`config.mk`:
```
export PLATFORM = sky130hd
export DESIGN_NAME = cad_datapath
export DESIGN_NICKNAME = d
export VERILOG_FILES = /design/src/hw/cad_pkg.sv /design/src/hw/cad_datapath.sv
export VERILOG_INCLUDE_DIRS = /design/src /design/src/hw
export SDC_FILE = /design/constraint.sdc
export NUM_CORES = 2
export LEC_CHECK = 0
export BUFFER_PORTS_ARGS = -buffer_cell sky130_fd_sc_hd__buf_2
export CELL_PAD_IN_SITES_DETAIL_PLACEMENT = 1
export CELL_PAD_IN_SITES_GLOBAL_PLACEMENT = 1
export CORE_ASPECT_RATIO = 1.75
export CORE_MARGIN = 3
export CORE_UTILIZATION = 48
export CTS_CLUSTER_SIZE = 28
export DETAILED_ROUTE_END_ITERATION = 10
export GPL_TIMING_DRIVEN = 0
export PLACE_DENSITY = 0.94
export SLEW_MARGIN = 20
export SYNTH_ARGS = -nofsm -noshare
export SYNTH_HDL_FRONTEND = slang
export SYNTH_SLANG_ARGS = --single-unit
```
`constraint.sdc`:
```
create_clock -name CLK -period 8.5 [get_ports CLK]
set_input_delay 0.85 -clock CLK [delete_from_list [all_inputs] [get_ports CLK]]
set_output_delay 0.85 -clock CLK [all_outputs]
set_load 0.02 [all_outputs]
```
`src/hw/cad_cfg.svh`:
```
// constants of the core arithmetic datapath
`ifndef CAD_CFG_SVH
`define CAD_CFG_SVH
`define CAD_W 16
`define CAD_AW 40
`define CAD_ADR_AAL 4'h0
`define CAD_ADR_AAH 4'h1
`define CAD_ADR_AAU 4'h2
`define CAD_ADR_ABL 4'h3
`define CAD_ADR_ABH 4'h4
`define CAD_ADR_ABU 4'h5
`define CAD_ADR_PSW 4'h6
`define CAD_ADR_CCW 4'h7
`define CAD_PSW_C 0
`define CAD_PSW_Z 1
`define CAD_PSW_OV 2
`define CAD_PSW_N 3
`define CAD_PSW_DC 8
`define CAD_PSW_SB 12
`define CAD_PSW_SA 13
`define CAD_PSW_OB 14
`define CAD_PSW_OA 15
`define CAD_CCW_IF 0
`define CAD_CCW_SATB 6
`define CAD_CCW_SATA 7
`define CAD_CCW_RST 16'h0000
`endif

```
`src/hw/cad_pkg.sv`:
```
// types of the core arithmetic datapath
package cad_pkg;
    typedef enum logic [3:0] {
        CAD_OP_ADD, CAD_OP_SUB, CAD_OP_AND, CAD_OP_IOR, CAD_OP_XOR,
        CAD_OP_SHL, CAD_OP_SHR, CAD_OP_ASR, CAD_OP_SE, CAD_OP_ZE,
        CAD_OP_MPY, CAD_OP_MAC, CAD_OP_MSC, CAD_OP_ACCADD, CAD_OP_SAC,
        CAD_OP_NOP
    } cad_op_t;
    typedef enum logic {CAD_ST_IDLE, CAD_ST_DSP} cad_state_t;
endpackage : cad_pkg

```
`src/hw/cad_datapath.sv`:
```
// integer unit, extension ops and signal-processing engine with accumulators
`timescale 1ns/1ps
`default_nettype none
`include "cad_cfg.svh"
////////////////////////////////////////////////////////////////////////////
// Contract
// RULE_01: 16-bit integer add, subtract, shift, logic
// RULE_02: integer arithmetic is two's complement
// RULE_03: integer ops update C Z N OV DC
// RULE_04: subtraction carry means no borrow
// RULE_05: byte or word width per instruction
// RULE_06: byte result writes low byte only
// RULE_07: byte flags come from low byte
// RULE_08: byte register ops keep upper byte
// RULE_09: sign extend byte into word
// RULE_10: zero extend clears upper eight bits
// RULE_11: engine never runs beside integer flow
// RULE_12: multiplier, shifter, 40-bit adder, two accumulators
// RULE_13: dual operands from registers four to seven
// RULE_14: other engine operands from X bus; here only the first, the second comes from OPB
// RULE_15: engine writes accumulator or X bus
// RULE_16: accumulator to accumulator operations supported
// RULE_17: integer shift and multiply use engine; shifts here are computed in the integer unit
// RULE_18: accumulators mapped as low, high, guard
// RULE_19: fractional point right of bit 31
// RULE_20: integer point right of bit 0
// RULE_21: mode bit set selects integer multiply
// RULE_22: adder pass updates accumulator overflow flag
// RULE_23: saturation flags sticky until software clear
// RULE_24: N is msb, Z is zero, at width
module cad_datapath #(
    parameter int W = `CAD_W,
    parameter int AW = `CAD_AW
) (
    // clock and reset
    input wire logic CLK,
    input wire logic RESET,
    // instruction from decoder
    input wire logic OP_VALID,
    input wire cad_pkg::cad_op_t OP,
    input wire logic OP_BYTE,
    input wire logic OP_ACC_B,
    input wire logic OP_DUAL,
    input wire logic [W-1:0] OPA,
    input wire logic [W-1:0] OPB,
    input wire logic [W-1:0] OPDST,
    input wire logic [W-1:0] WREG4,
    input wire logic [W-1:0] WREG5,
    input wire logic [W-1:0] WREG6,
    input wire logic [W-1:0] WREG7,
    input wire logic [W-1:0] XBUS_IN,
    // results
    output logic RES_VALID,
    output logic [W-1:0] RES,
    output logic XBUS_WR,
    output logic [W-1:0] XBUS_OUT,
    output logic BUSY,
    // register port
    input wire logic [3:0] REG_ADDR,
    input wire logic [W-1:0] REG_WDATA,
    input wire logic REG_WR,
    input wire logic REG_RD,
    output logic [W-1:0] REG_RDATA
);
    ////////////////////////////////////////////////////////////////////////
    // accumulator and status state
    logic [AW-1:0] acc_a;
    logic [AW-1:0] acc_b;
    logic [W-1:0] psw;
    logic [W-1:0] ccw;
    cad_pkg::cad_state_t state;

    // true when guard bits are not a sign extension of bit 31
    function automatic logic guard_ovf(input logic [AW-1:0] v);
        guard_ovf = !((&v[AW-1:31]) || !(|v[AW-1:31]));
    endfunction : guard_ovf

    // saturate a 41-bit sum to the 40-bit range
    function automatic logic [AW:0] sat40(input logic [AW:0] s);
        logic [AW:0] r;
        r = s;
        if (s[AW] != s[AW-1])
            r = {s[AW], s[AW], {(AW-1){~s[AW]}}};
        sat40 = r;
    endfunction : sat40

    ////////////////////////////////////////////////////////////////////////
    // integer unit, full 16-bit compute in both widths
    logic [W:0] alu_sum;
    logic [W-1:0] alu_res;
    logic [W-1:0] alu_wb;
    logic alu_c;
    logic alu_dc;
    logic alu_ov;
    logic alu_n;
    logic alu_z;
    logic alu_arith;
    logic alu_hit;
    logic [W-1:0] prod_lo;
    logic signed [33:0] mul_p;
    always_comb
    begin
        alu_sum = '0;
        alu_res = '0;
        alu_c = psw[`CAD_PSW_C];
        alu_dc = psw[`CAD_PSW_DC];
        alu_ov = psw[`CAD_PSW_OV];
        alu_arith = 1'b0;
        alu_hit = 1'b1;
        case (OP)
            cad_pkg::CAD_OP_ADD:
            begin
                alu_sum = {1'b0, OPA} + {1'b0, OPB}; // see RULE_01
                alu_arith = 1'b1;
            end
            cad_pkg::CAD_OP_SUB:
            begin
                alu_sum = {1'b0, OPA} + {1'b0, ~OPB} + 17'h00001; // see RULE_02
                alu_arith = 1'b1;
            end
            cad_pkg::CAD_OP_AND: alu_sum = {1'b0, OPA & OPB};
            cad_pkg::CAD_OP_IOR: alu_sum = {1'b0, OPA | OPB};
            cad_pkg::CAD_OP_XOR: alu_sum = {1'b0, OPA ^ OPB};
            // single-bit shifts are computed in the integer unit, not the engine's shifter path
            cad_pkg::CAD_OP_SHL: alu_sum = {OPA, 1'b0}; // see RULE_17
            cad_pkg::CAD_OP_SHR: alu_sum = {1'b0, 1'b0, OPA[W-1:1]};
            cad_pkg::CAD_OP_ASR: alu_sum = {1'b0, OPA[W-1], OPA[W-1:1]};
            // extensions set N and Z from the full word they produce in word mode, from its low byte in byte mode
            cad_pkg::CAD_OP_SE: alu_sum = {1'b0, {8{OPA[7]}}, OPA[7:0]};
            cad_pkg::CAD_OP_ZE: alu_sum = {1'b0, 8'h00, OPA[7:0]}; // see RULE_24
            default: alu_hit = 1'b0;
        endcase
        alu_res = alu_sum[W-1:0];
        // byte mode: flags only from the low byte
        if (OP_BYTE)
        begin
            alu_n = alu_res[7]; // see RULE_07
            alu_z = (alu_res[7:0] == 8'h00); // see RULE_24
        end
        else
        begin
            alu_n = alu_res[W-1];
            alu_z = (alu_res == 16'h0000);
        end
        if (alu_arith)
        begin
            // carry out of add; for subtract a set carry means no borrow
            alu_c = OP_BYTE ? (alu_res[8] ^ OPA[8] ^ (OP == cad_pkg::CAD_OP_SUB
                ? ~OPB[8] : OPB[8])) : alu_sum[W]; // see RULE_04
            alu_dc = OP_BYTE ? (alu_res[4] ^ OPA[4] ^ (OP == cad_pkg::CAD_OP_SUB
                ? ~OPB[4] : OPB[4])) : (alu_res[8] ^ OPA[8] ^
                (OP == cad_pkg::CAD_OP_SUB ? ~OPB[8] : OPB[8]));
            alu_ov = OP_BYTE
                ? ((OPA[7] == (OP == cad_pkg::CAD_OP_SUB ? ~OPB[7] : OPB[7]))
                   && (alu_res[7] != OPA[7]))
                : ((OPA[W-1] == (OP == cad_pkg::CAD_OP_SUB ? ~OPB[W-1]
                   : OPB[W-1])) && (alu_res[W-1] != OPA[W-1]));
        end
        else if (OP == cad_pkg::CAD_OP_SHL)
            alu_c = OP_BYTE ? OPA[7] : OPA[W-1];
        else if (OP == cad_pkg::CAD_OP_SHR || OP == cad_pkg::CAD_OP_ASR)
            alu_c = OPA[0];
        // byte write keeps the destination's upper byte, see RULE_08
        alu_wb = OP_BYTE ? {OPDST[W-1:8], alu_res[7:0]} : alu_res; // see RULE_06
    end

    ////////////////////////////////////////////////////////////////////////
    // engine: operand select, 17x17 multiply, 40-bit add/sub
    logic [W-1:0] m_x;
    logic [W-1:0] m_y;
    logic [AW-1:0] m_ext;
    logic [AW-1:0] acc_sel;
    logic [AW:0] acc_sum;
    logic [AW:0] acc_fin;
    logic acc_upd;
    logic sat_en;
    always_comb
    begin
        // dual-operand ops read registers four to seven directly
        m_x = OP_DUAL ? (OPA[0] ? WREG5 : WREG4) : XBUS_IN; // see RULE_13
        m_y = OP_DUAL ? (OPB[0] ? WREG7 : WREG6) : OPB; // see RULE_14
        mul_p = $signed({m_x[W-1], m_x}) * $signed({m_y[W-1], m_y}); // see RULE_12
        // mode bit set: integer; clear: fractional, one bit left
        if (ccw[`CAD_CCW_IF])
            m_ext = {{(AW-32){mul_p[31]}}, mul_p[31:0]}; // see RULE_20 RULE_21
        else
            m_ext = {{(AW-33){mul_p[31]}}, mul_p[31:0], 1'b0}; // see RULE_19
        prod_lo = mul_p[W-1:0];
        acc_sel = OP_ACC_B ? acc_b : acc_a;
        acc_upd = 1'b1;
        case (OP)
            cad_pkg::CAD_OP_MPY: acc_sum = {m_ext[AW-1], m_ext};
            cad_pkg::CAD_OP_MAC:
                acc_sum = {acc_sel[AW-1], acc_sel} + {m_ext[AW-1], m_ext};
            cad_pkg::CAD_OP_MSC:
                acc_sum = {acc_sel[AW-1], acc_sel} - {m_ext[AW-1], m_ext};
            // adds the other accumulator, no further operand needed
            cad_pkg::CAD_OP_ACCADD:
                acc_sum = {acc_a[AW-1], acc_a} + {acc_b[AW-1], acc_b}; // see RULE_16
            default:
            begin
                acc_sum = {acc_sel[AW-1], acc_sel};
                acc_upd = 1'b0;
            end
        endcase
        sat_en = OP_ACC_B ? ccw[`CAD_CCW_SATB] : ccw[`CAD_CCW_SATA];
        acc_fin = sat_en ? sat40(acc_sum) : acc_sum;
    end

    ////////////////////////////////////////////////////////////////////////
    // one instruction at a time: engine ops hold off integer issue
    always_ff @(posedge CLK or posedge RESET)
    begin
        if (RESET)
        begin
            state <= cad_pkg::CAD_ST_IDLE;
            BUSY <= 1'b0;
        end
        else
        begin
            case (state)
                cad_pkg::CAD_ST_IDLE:
                    if (OP_VALID && acc_upd)
                    begin
                        state <= cad_pkg::CAD_ST_DSP; // see RULE_11
                        BUSY <= 1'b1;
                    end
                cad_pkg::CAD_ST_DSP:
                begin
                    state <= cad_pkg::CAD_ST_IDLE;
                    BUSY <= 1'b0;
                end
                default: state <= cad_pkg::CAD_ST_IDLE;
            endcase
        end
    end

    logic issue;
    assign issue = OP_VALID && (state == cad_pkg::CAD_ST_IDLE);

    ////////////////////////////////////////////////////////////////////////
    // accumulators: engine results and register writes
    always_ff @(posedge CLK or posedge RESET)
    begin
        if (RESET)
        begin
            acc_a <= '0;
            acc_b <= '0;
        end
        else if (issue && acc_upd)
        begin
            if (OP_ACC_B)
                acc_b <= acc_fin[AW-1:0]; // see RULE_15
            else
                acc_a <= acc_fin[AW-1:0];
        end
        else if (REG_WR)
        begin
            // three words per accumulator, guard byte in the low bits
            case (REG_ADDR)
                `CAD_ADR_AAL: acc_a[15:0] <= REG_WDATA; // see RULE_18
                `CAD_ADR_AAH: acc_a[31:16] <= REG_WDATA;
                `CAD_ADR_AAU: acc_a[39:32] <= REG_WDATA[7:0];
                `CAD_ADR_ABL: acc_b[15:0] <= REG_WDATA;
                `CAD_ADR_ABH: acc_b[31:16] <= REG_WDATA;
                `CAD_ADR_ABU: acc_b[39:32] <= REG_WDATA[7:0];
                default: ;
            endcase
        end
    end

    ////////////////////////////////////////////////////////////////////////
    // status word; a saturation event beats a software clear
    logic sat_hit;
    assign sat_hit = sat_en && (acc_sum[AW] != acc_sum[AW-1]);
    always_ff @(posedge CLK or posedge RESET)
    begin
        if (RESET)
            psw <= '0;
        else
        begin
            if (REG_WR && REG_ADDR == `CAD_ADR_PSW)
                psw <= REG_WDATA;
            if (issue && alu_hit)
            begin
                psw[`CAD_PSW_C] <= alu_c; // see RULE_03
                psw[`CAD_PSW_Z] <= alu_z;
                psw[`CAD_PSW_N] <= alu_n;
                psw[`CAD_PSW_OV] <= alu_ov;
                psw[`CAD_PSW_DC] <= alu_dc;
            end
            if (issue && acc_upd)
            begin
                if (OP_ACC_B)
                begin
                    psw[`CAD_PSW_OB] <= guard_ovf(acc_fin[AW-1:0]); // see RULE_22
                    if (sat_hit)
                        psw[`CAD_PSW_SB] <= 1'b1; // see RULE_23
                end
                else
                begin
                    psw[`CAD_PSW_OA] <= guard_ovf(acc_fin[AW-1:0]);
                    if (sat_hit)
                        psw[`CAD_PSW_SA] <= 1'b1;
                end
            end
        end
    end

    // core control word, integer/fractional and saturation enables
    always_ff @(posedge CLK or posedge RESET)
    begin
        if (RESET)
            ccw <= `CAD_CCW_RST;
        else if (REG_WR && REG_ADDR == `CAD_ADR_CCW)
            ccw <= REG_WDATA;
    end

    ////////////////////////////////////////////////////////////////////////
    // results to registers or the X bus
    always_ff @(posedge CLK or posedge RESET)
    begin
        if (RESET)
        begin
            RES_VALID <= 1'b0;
            RES <= '0;
            XBUS_WR <= 1'b0;
            XBUS_OUT <= '0;
        end
        else
        begin
            RES_VALID <= issue && !acc_upd && OP != cad_pkg::CAD_OP_NOP;
            XBUS_WR <= issue && OP == cad_pkg::CAD_OP_SAC;
            XBUS_OUT <= acc_sel[31:16]; // see RULE_15
            case (OP)
                // sign extension ignores byte mode, always a full word
                cad_pkg::CAD_OP_SE: RES <= {{8{OPA[7]}}, OPA[7:0]}; // see RULE_09
                cad_pkg::CAD_OP_ZE: RES <= {8'h00, OPA[7:0]}; // see RULE_10
                cad_pkg::CAD_OP_SAC: RES <= acc_sel[31:16];
                default: RES <= alu_hit ? alu_wb : prod_lo; // see RULE_05
            endcase
        end
    end

    // register read data, one cycle after the strobe
    always_ff @(posedge CLK or posedge RESET)
    begin
        if (RESET)
            REG_RDATA <= '0;
        else if (REG_RD)
            case (REG_ADDR)
                `CAD_ADR_AAL: REG_RDATA <= acc_a[15:0];
                `CAD_ADR_AAH: REG_RDATA <= acc_a[31:16];
                `CAD_ADR_AAU: REG_RDATA <= {8'h00, acc_a[39:32]};
                `CAD_ADR_ABL: REG_RDATA <= acc_b[15:0];
                `CAD_ADR_ABH: REG_RDATA <= acc_b[31:16];
                `CAD_ADR_ABU: REG_RDATA <= {8'h00, acc_b[39:32]};
                `CAD_ADR_PSW: REG_RDATA <= psw;
                `CAD_ADR_CCW: REG_RDATA <= ccw;
                default: REG_RDATA <= 16'h0000;
            endcase
        else
            REG_RDATA <= 16'h0000;
    end

    ////////////////////////////////////////////////////////////////////////
    // checks
    property p_byte_keep;
        @(posedge CLK) disable iff (RESET)
        issue && OP_BYTE && OP == cad_pkg::CAD_OP_ADD
        |=> RES[15:8] == $past(OPDST[15:8]);
    endproperty
    a_byte_keep: assert property (p_byte_keep) else $error("byte upper changed"); // see RULE_08
    property p_ze;
        @(posedge CLK) disable iff (RESET)
        issue && OP == cad_pkg::CAD_OP_ZE |=> RES[15:8] == 8'h00;
    endproperty
    a_ze: assert property (p_ze) else $error("zero extend bad"); // see RULE_10
    property p_se;
        @(posedge CLK) disable iff (RESET)
        issue && OP == cad_pkg::CAD_OP_SE |=> RES[15:8] == {8{RES[7]}};
    endproperty
    a_se: assert property (p_se) else $error("sign extend bad"); // see RULE_09
    property p_busy;
        @(posedge CLK) disable iff (RESET)
        issue && acc_upd |=> BUSY ##1 !BUSY;
    endproperty
    a_busy: assert property (p_busy) else $error("engine busy wrong"); // see RULE_11
    property p_sticky;
        @(posedge CLK) disable iff (RESET)
        psw[`CAD_PSW_SA] && !(REG_WR && REG_ADDR == `CAD_ADR_PSW)
        |=> psw[`CAD_PSW_SA];
    endproperty
    a_sticky: assert property (p_sticky) else $error("sat flag dropped"); // see RULE_23
    property p_zflag;
        @(posedge CLK) disable iff (RESET)
        issue && alu_hit && !OP_BYTE && !REG_WR
        |=> psw[`CAD_PSW_Z] == ($past(alu_res) == 16'h0000);
    endproperty
    a_zflag: assert property (p_zflag) else $error("zero flag wrong"); // see RULE_24
    property p_ovf;
        @(posedge CLK) disable iff (RESET)
        issue && acc_upd && !OP_ACC_B && !REG_WR
        |=> psw[`CAD_PSW_OA] == guard_ovf(acc_a);
    endproperty
    a_ovf: assert property (p_ovf) else $error("overflow flag wrong"); // see RULE_22
    property p_rdzero;
        @(posedge CLK) disable iff (RESET)
        REG_RD && REG_ADDR == `CAD_ADR_AAU |=> REG_RDATA[15:8] == 8'h00;
    endproperty
    a_rdzero: assert property (p_rdzero) else $error("guard read high"); // see RULE_18
    c_mac: cover property (@(posedge CLK) issue && OP == cad_pkg::CAD_OP_MAC);
    c_sat: cover property (@(posedge CLK) issue && sat_hit);
    c_byte: cover property (@(posedge CLK) issue && OP_BYTE && alu_arith);
endmodule : cad_datapath
`default_nettype wire

```
==> results.toml, run 1 <==
[yosys]
ys_top_cells_by_area = "fa_1 (19%), dfrtp_1 (15%), ha_1 (9.4%)"
syn-mean-instance-area_sq_um = 8.18
synth.cell_area_sq_mm = 0.0280
postSynthCellCount = 3424
synth_cell_type_count = 92
yosysWarnings = 0
synth_edf_count = 0
postSynthRegisterBits = 164
yosysMostFrequentCell = "inv_1"
synthTopCellsByCount = "inv_1 (376), nand2_1 (339), nor2_1 (338)"
ys_seq_area_frac = 0.146
async_flop_share = 1.00
yosys.area.top_type = "fa_1"
ys.flop_type = "dfrtp_1"
synth_top_area_share = 0.190
synth_nets = 4061

[clock_network]
clockBufferDepth = 2
clockRootBuffer = "clkbuf_16"
clock_sinks = 164
cts_buffers = 17
h-tree-depth = 4

[floorplanning]
ioPinCount = 211
die_x_um = 189
die_y_um = 326
start_util = 0.487
rows = 116

[global_routing]
grt_max_degree = 93
overflow = 297
grt_use_total = 0.619
grt_pass1_vias = 39700
grt_pass1_wl_mm = 290

[placement]
post-dp-hpwl_mm = 113
numPortBuffers = 196
place_area_sq_mm = 0.0309
gp_congestion = 1.18

[status]
error = "[ERROR GRT-0116] Global routing finished with congestion. Check the congestion regions in the DRC Viewer."
stop_stage = "global routing"
status = "aborted with a tool error"
==> cells by family after synthesis <==
logic type / after synthesis / synth area share
AND/OR/NAND/NOR: 996 / 0.160
AO/OA/AOI/OAI: 919 / 0.223
buffers and inverters: 558 / 0.0753
adder cells (fa/ha/maj): 477 / 0.284
multiplexers: 183 / 0.0711
flip-flops: 164 / 0.146
XOR/XNOR: 127 / 0.0402
==> metal layers <==
layer / global-route usage / GRT overflow
met1: 0.582 / 0
met2: 0.846 / 171
met3: 0.416 / 9
met4: 0.649 / 117
met5: 0.126 / 0
==> what timing repair did <==
| action | CTS |
|---|---|
| cloned | 9 |
| hold buffers | 0 |
| pin swaps | 97 |
| buffers inserted | 118 |
| endpoints found under the setup margin | 84 |
| gates resized for setup | 254 |
==> through the flow <==
stage               TNS (ns)  worst slack [ns]  hold slack, ns  std cells
floorplan            -160.61             -1.96           0.438       3424
global placement     -448.36             -5.93           0.465       4387
detailed placement   -462.13             -5.77           0.478       4394
CTS                  -243.00             -3.03           0.466       4546
==> run 2: changes to the inputs <==
CELL_PAD_IN_SITES_DETAIL_PLACEMENT = not set   (was 1)
CELL_PAD_IN_SITES_GLOBAL_PLACEMENT = not set   (was 1)
CORE_ASPECT_RATIO = not set   (was 1.75)
CORE_UTILIZATION = 35   (was 48)
CTS_CLUSTER_SIZE = not set   (was 28)
PLACE_DENSITY = not set   (was 0.94)
PLACE_DENSITY_LB_ADDON = 0.15   (was not set)
==> run 2 against run 1 <==
Compared with the run above: the flow now finishes, with violations (negative setup slack); synthesized cell count is the same; synthesized area unchanged.
==> results.toml, run 2 <==
[sta]
drv_slew = 0
hold_viol_final = 0
grt_setup_unrepaired = "true"
holdWs_ns = 0.441
timing.fmax_mhz = 87.8
worst_slack_ns = -2.90
worstMarginPinSlew_ns = 1.19
fin_crit_ns = 11.40
finalCritPeriodShare = 1.34
fin_skew_ns = 0.0182
setup_violations = 84
slew_headroom = 0.200

[floorplanning]
die_y_um = 289
fp.coreArea_sq_mm = 0.0791
ioPinCount = 211
die_x_um = 289
dieArea_sq_mm = 0.0835
rows = 103
start_util = 0.354

[routing]
viasPerCell = 5.81
first_iter_violations = 2683
post_drt_wl_per_cell_um = 25.3
route.vias.total = 28400
drc_errors = 0
ant_nets = 0
drtPass1Iterations = 6
drt_wl_total_mm = 124

[yosys]
async_flop_share = 1.00
synth_edf_count = 0
yosysWarnings = 0
yosys.area.top_type = "fa_1"
postSynthCellCount = 3424
synth_nets = 4061
ys_top_cells_by_area = "fa_1 (19%), dfrtp_1 (15%), ha_1 (9.4%)"
synthTopCellsByCount = "inv_1 (376), nand2_1 (339), nor2_1 (338)"
synth_top_area_share = 0.190
synth.cell_area_sq_mm = 0.0280
postSynthRegisterBits = 164
synth_cell_type_count = 92
yosysMostFrequentCell = "inv_1"
syn-mean-instance-area_sq_um = 8.18
ys_seq_area_frac = 0.146
ys.flop_type = "dfrtp_1"

[layout]
drive_gt1_frac = 0.244
layout.nets = 4464
area_growth_pct = 26.2
layout_common_cells = "inv_1 (363), nand2_1 (322), nor2_1 (310)"
layout_commonest_cell = "inv_1"
largestRegisters = "acc_a (40), acc_b (40)"

[placement]
post-place-ws_ns = -5.73
post-dp-hpwl_mm = 98.9
numPortBuffers = 196
gp_congestion = 1.00

[critical_path]
path_class = "in -> reg"
endpoint = "acc_a[0]$_DFFE_PP0P_"
cp_slowest_cell = "fa_1"
arrival_ns = 11.73
path_common_cell = "fa_1"
critical_path.startpoint = "OPB[0]"
r2r-start = "ccw[0]$_DFFE_PP0P_"
critical_path_required_ns = 8.83
cp_max_fo = 5
critPathCaptureType = "flop"
cpPeakStageDelay_ns = 0.60
worst_setup_path_start_kind = "input port"
r2r_slack_ns = -1.09
r2r_cells = 36
r2r-end = "acc_a[0]$_DFFE_PP0P_"

[global_routing]
grt_use_total = 0.293
overflow = 0
grt_max_degree = 101
antenna_found_initial = 4
grt_pass1_vias = 28100
grt_pass1_wl_mm = 183

[clock_network]
cts_hold_buf = 0
clockBufferDepth = 2
clk_pin_slew_ns = 0.07
clock_sinks = 164
clkLatencyLatePin_ns = 0.46
h-tree-depth = 4
cts_buffers = 17
clockRootBuffer = "clkbuf_16"
cts_tree = "built"

[worst_hold_path]
min_path_type = "in -> async"

[run]
cap_violations = 0

[status]
violations = "negative setup slack"
status = "finished, violations left"
run 2: cell counts after synthesis:
Identical to the previous run, type by type.
run 2: stage by stage:
stage / setup TNS (ns) / std cells / util / area, sq um
after floorplan: -160.61 / 3424 / - / 28800
after global placement: -470.66 / 4670 / 0.393 / 31100
after detailed placement: -467.51 / 4674 / 0.395 / 31200
after CTS: -217.70 / 4842 / 0.435 / 34400
after global routing: -264.09 / 4891 / 0.447 / 35300
final: -235.93 / 4892 / 0.447 / 35400
run 2: how the worst min path moves through the flow:
| stage | slack, ns | depth (start not counted) | startpoint | end |
|---|---|---|---|---|
| finish | 0.44 | 2 | RESET | BUSY$_DFFE_PP0P_ |
| global route | 0.48 | 2 | RESET | XBUS_OUT[10]$_DFF_PP0_ |
| CTS | 0.46 | 2 | RESET | psw[1]$_DFFE_PP0P_ |
| detailed placement | 0.46 | 1 | state$_DFF_PP0_ | BUSY$_DFFE_PP0P_ |
| global placement | 0.45 | 1 | state$_DFF_PP0_ | BUSY$_DFFE_PP0P_ |
| floorplan | 0.44 | 1 | state$_DFF_PP0_ | BUSY$_DFFE_PP0P_ |
run 2: final cells by class:
type	instances	area [sq um]
diodes	2	5.00
plain buffers	166	1170
clock buffers	18	439
clock inverters	14	186
fillers	8013	43800
inverters	378	1430
multi-input cells	2702	23800
flip-flops and latches	164	4100
well taps	1050	1310
repair buffers	398	2870
run 2: critical path: cells and delay by family:
kind,cells,cell delay [ns]
AO/OA/AOI/OAI,13,2.66
XOR/XNOR,3,0.40
adder cells (fa/ha/maj),8,3.68
buffers and inverters,14,1.77
multiplexers,2,0.48
AND/OR/NAND/NOR,10,1.84
run 2: layer usage:
metal | up-vias | track usage | routed length (um)
li1 | 12700 | - | -
met1 | 14300 | 0.401 | 53400
met2 | 1163 | 0.473 | 56600
met3 | 228 | 0.0373 | 8210
met4 | 6 | 0.108 | 5480
met5 | - | 0 | 38
run 2: kinds of logic (layout without fill, tap and decap cells):
logic type	count (synthesis)	after routing	share of synthesized area
compound gates	919	919	0.223
xor+xnor	127	127	0.0402
fa+ha+maj	477	477	0.284
buf+inv	558	974	0.0753
flops	164	164	0.146
mux	183	183	0.0711
other cells	0	2	0
simple gates	996	996	0.160
run 2: repair_timing:
action                     CTS  global route
pin swaps                  138            92
resized for setup          305           133
setup endpoints to repair   84            84
cloned                       7             4
buffers inserted           139            50
Power of run 2 is not shown: default switching activity piles up to over one toggle a cycle in this logic, so the estimate is an artifact.
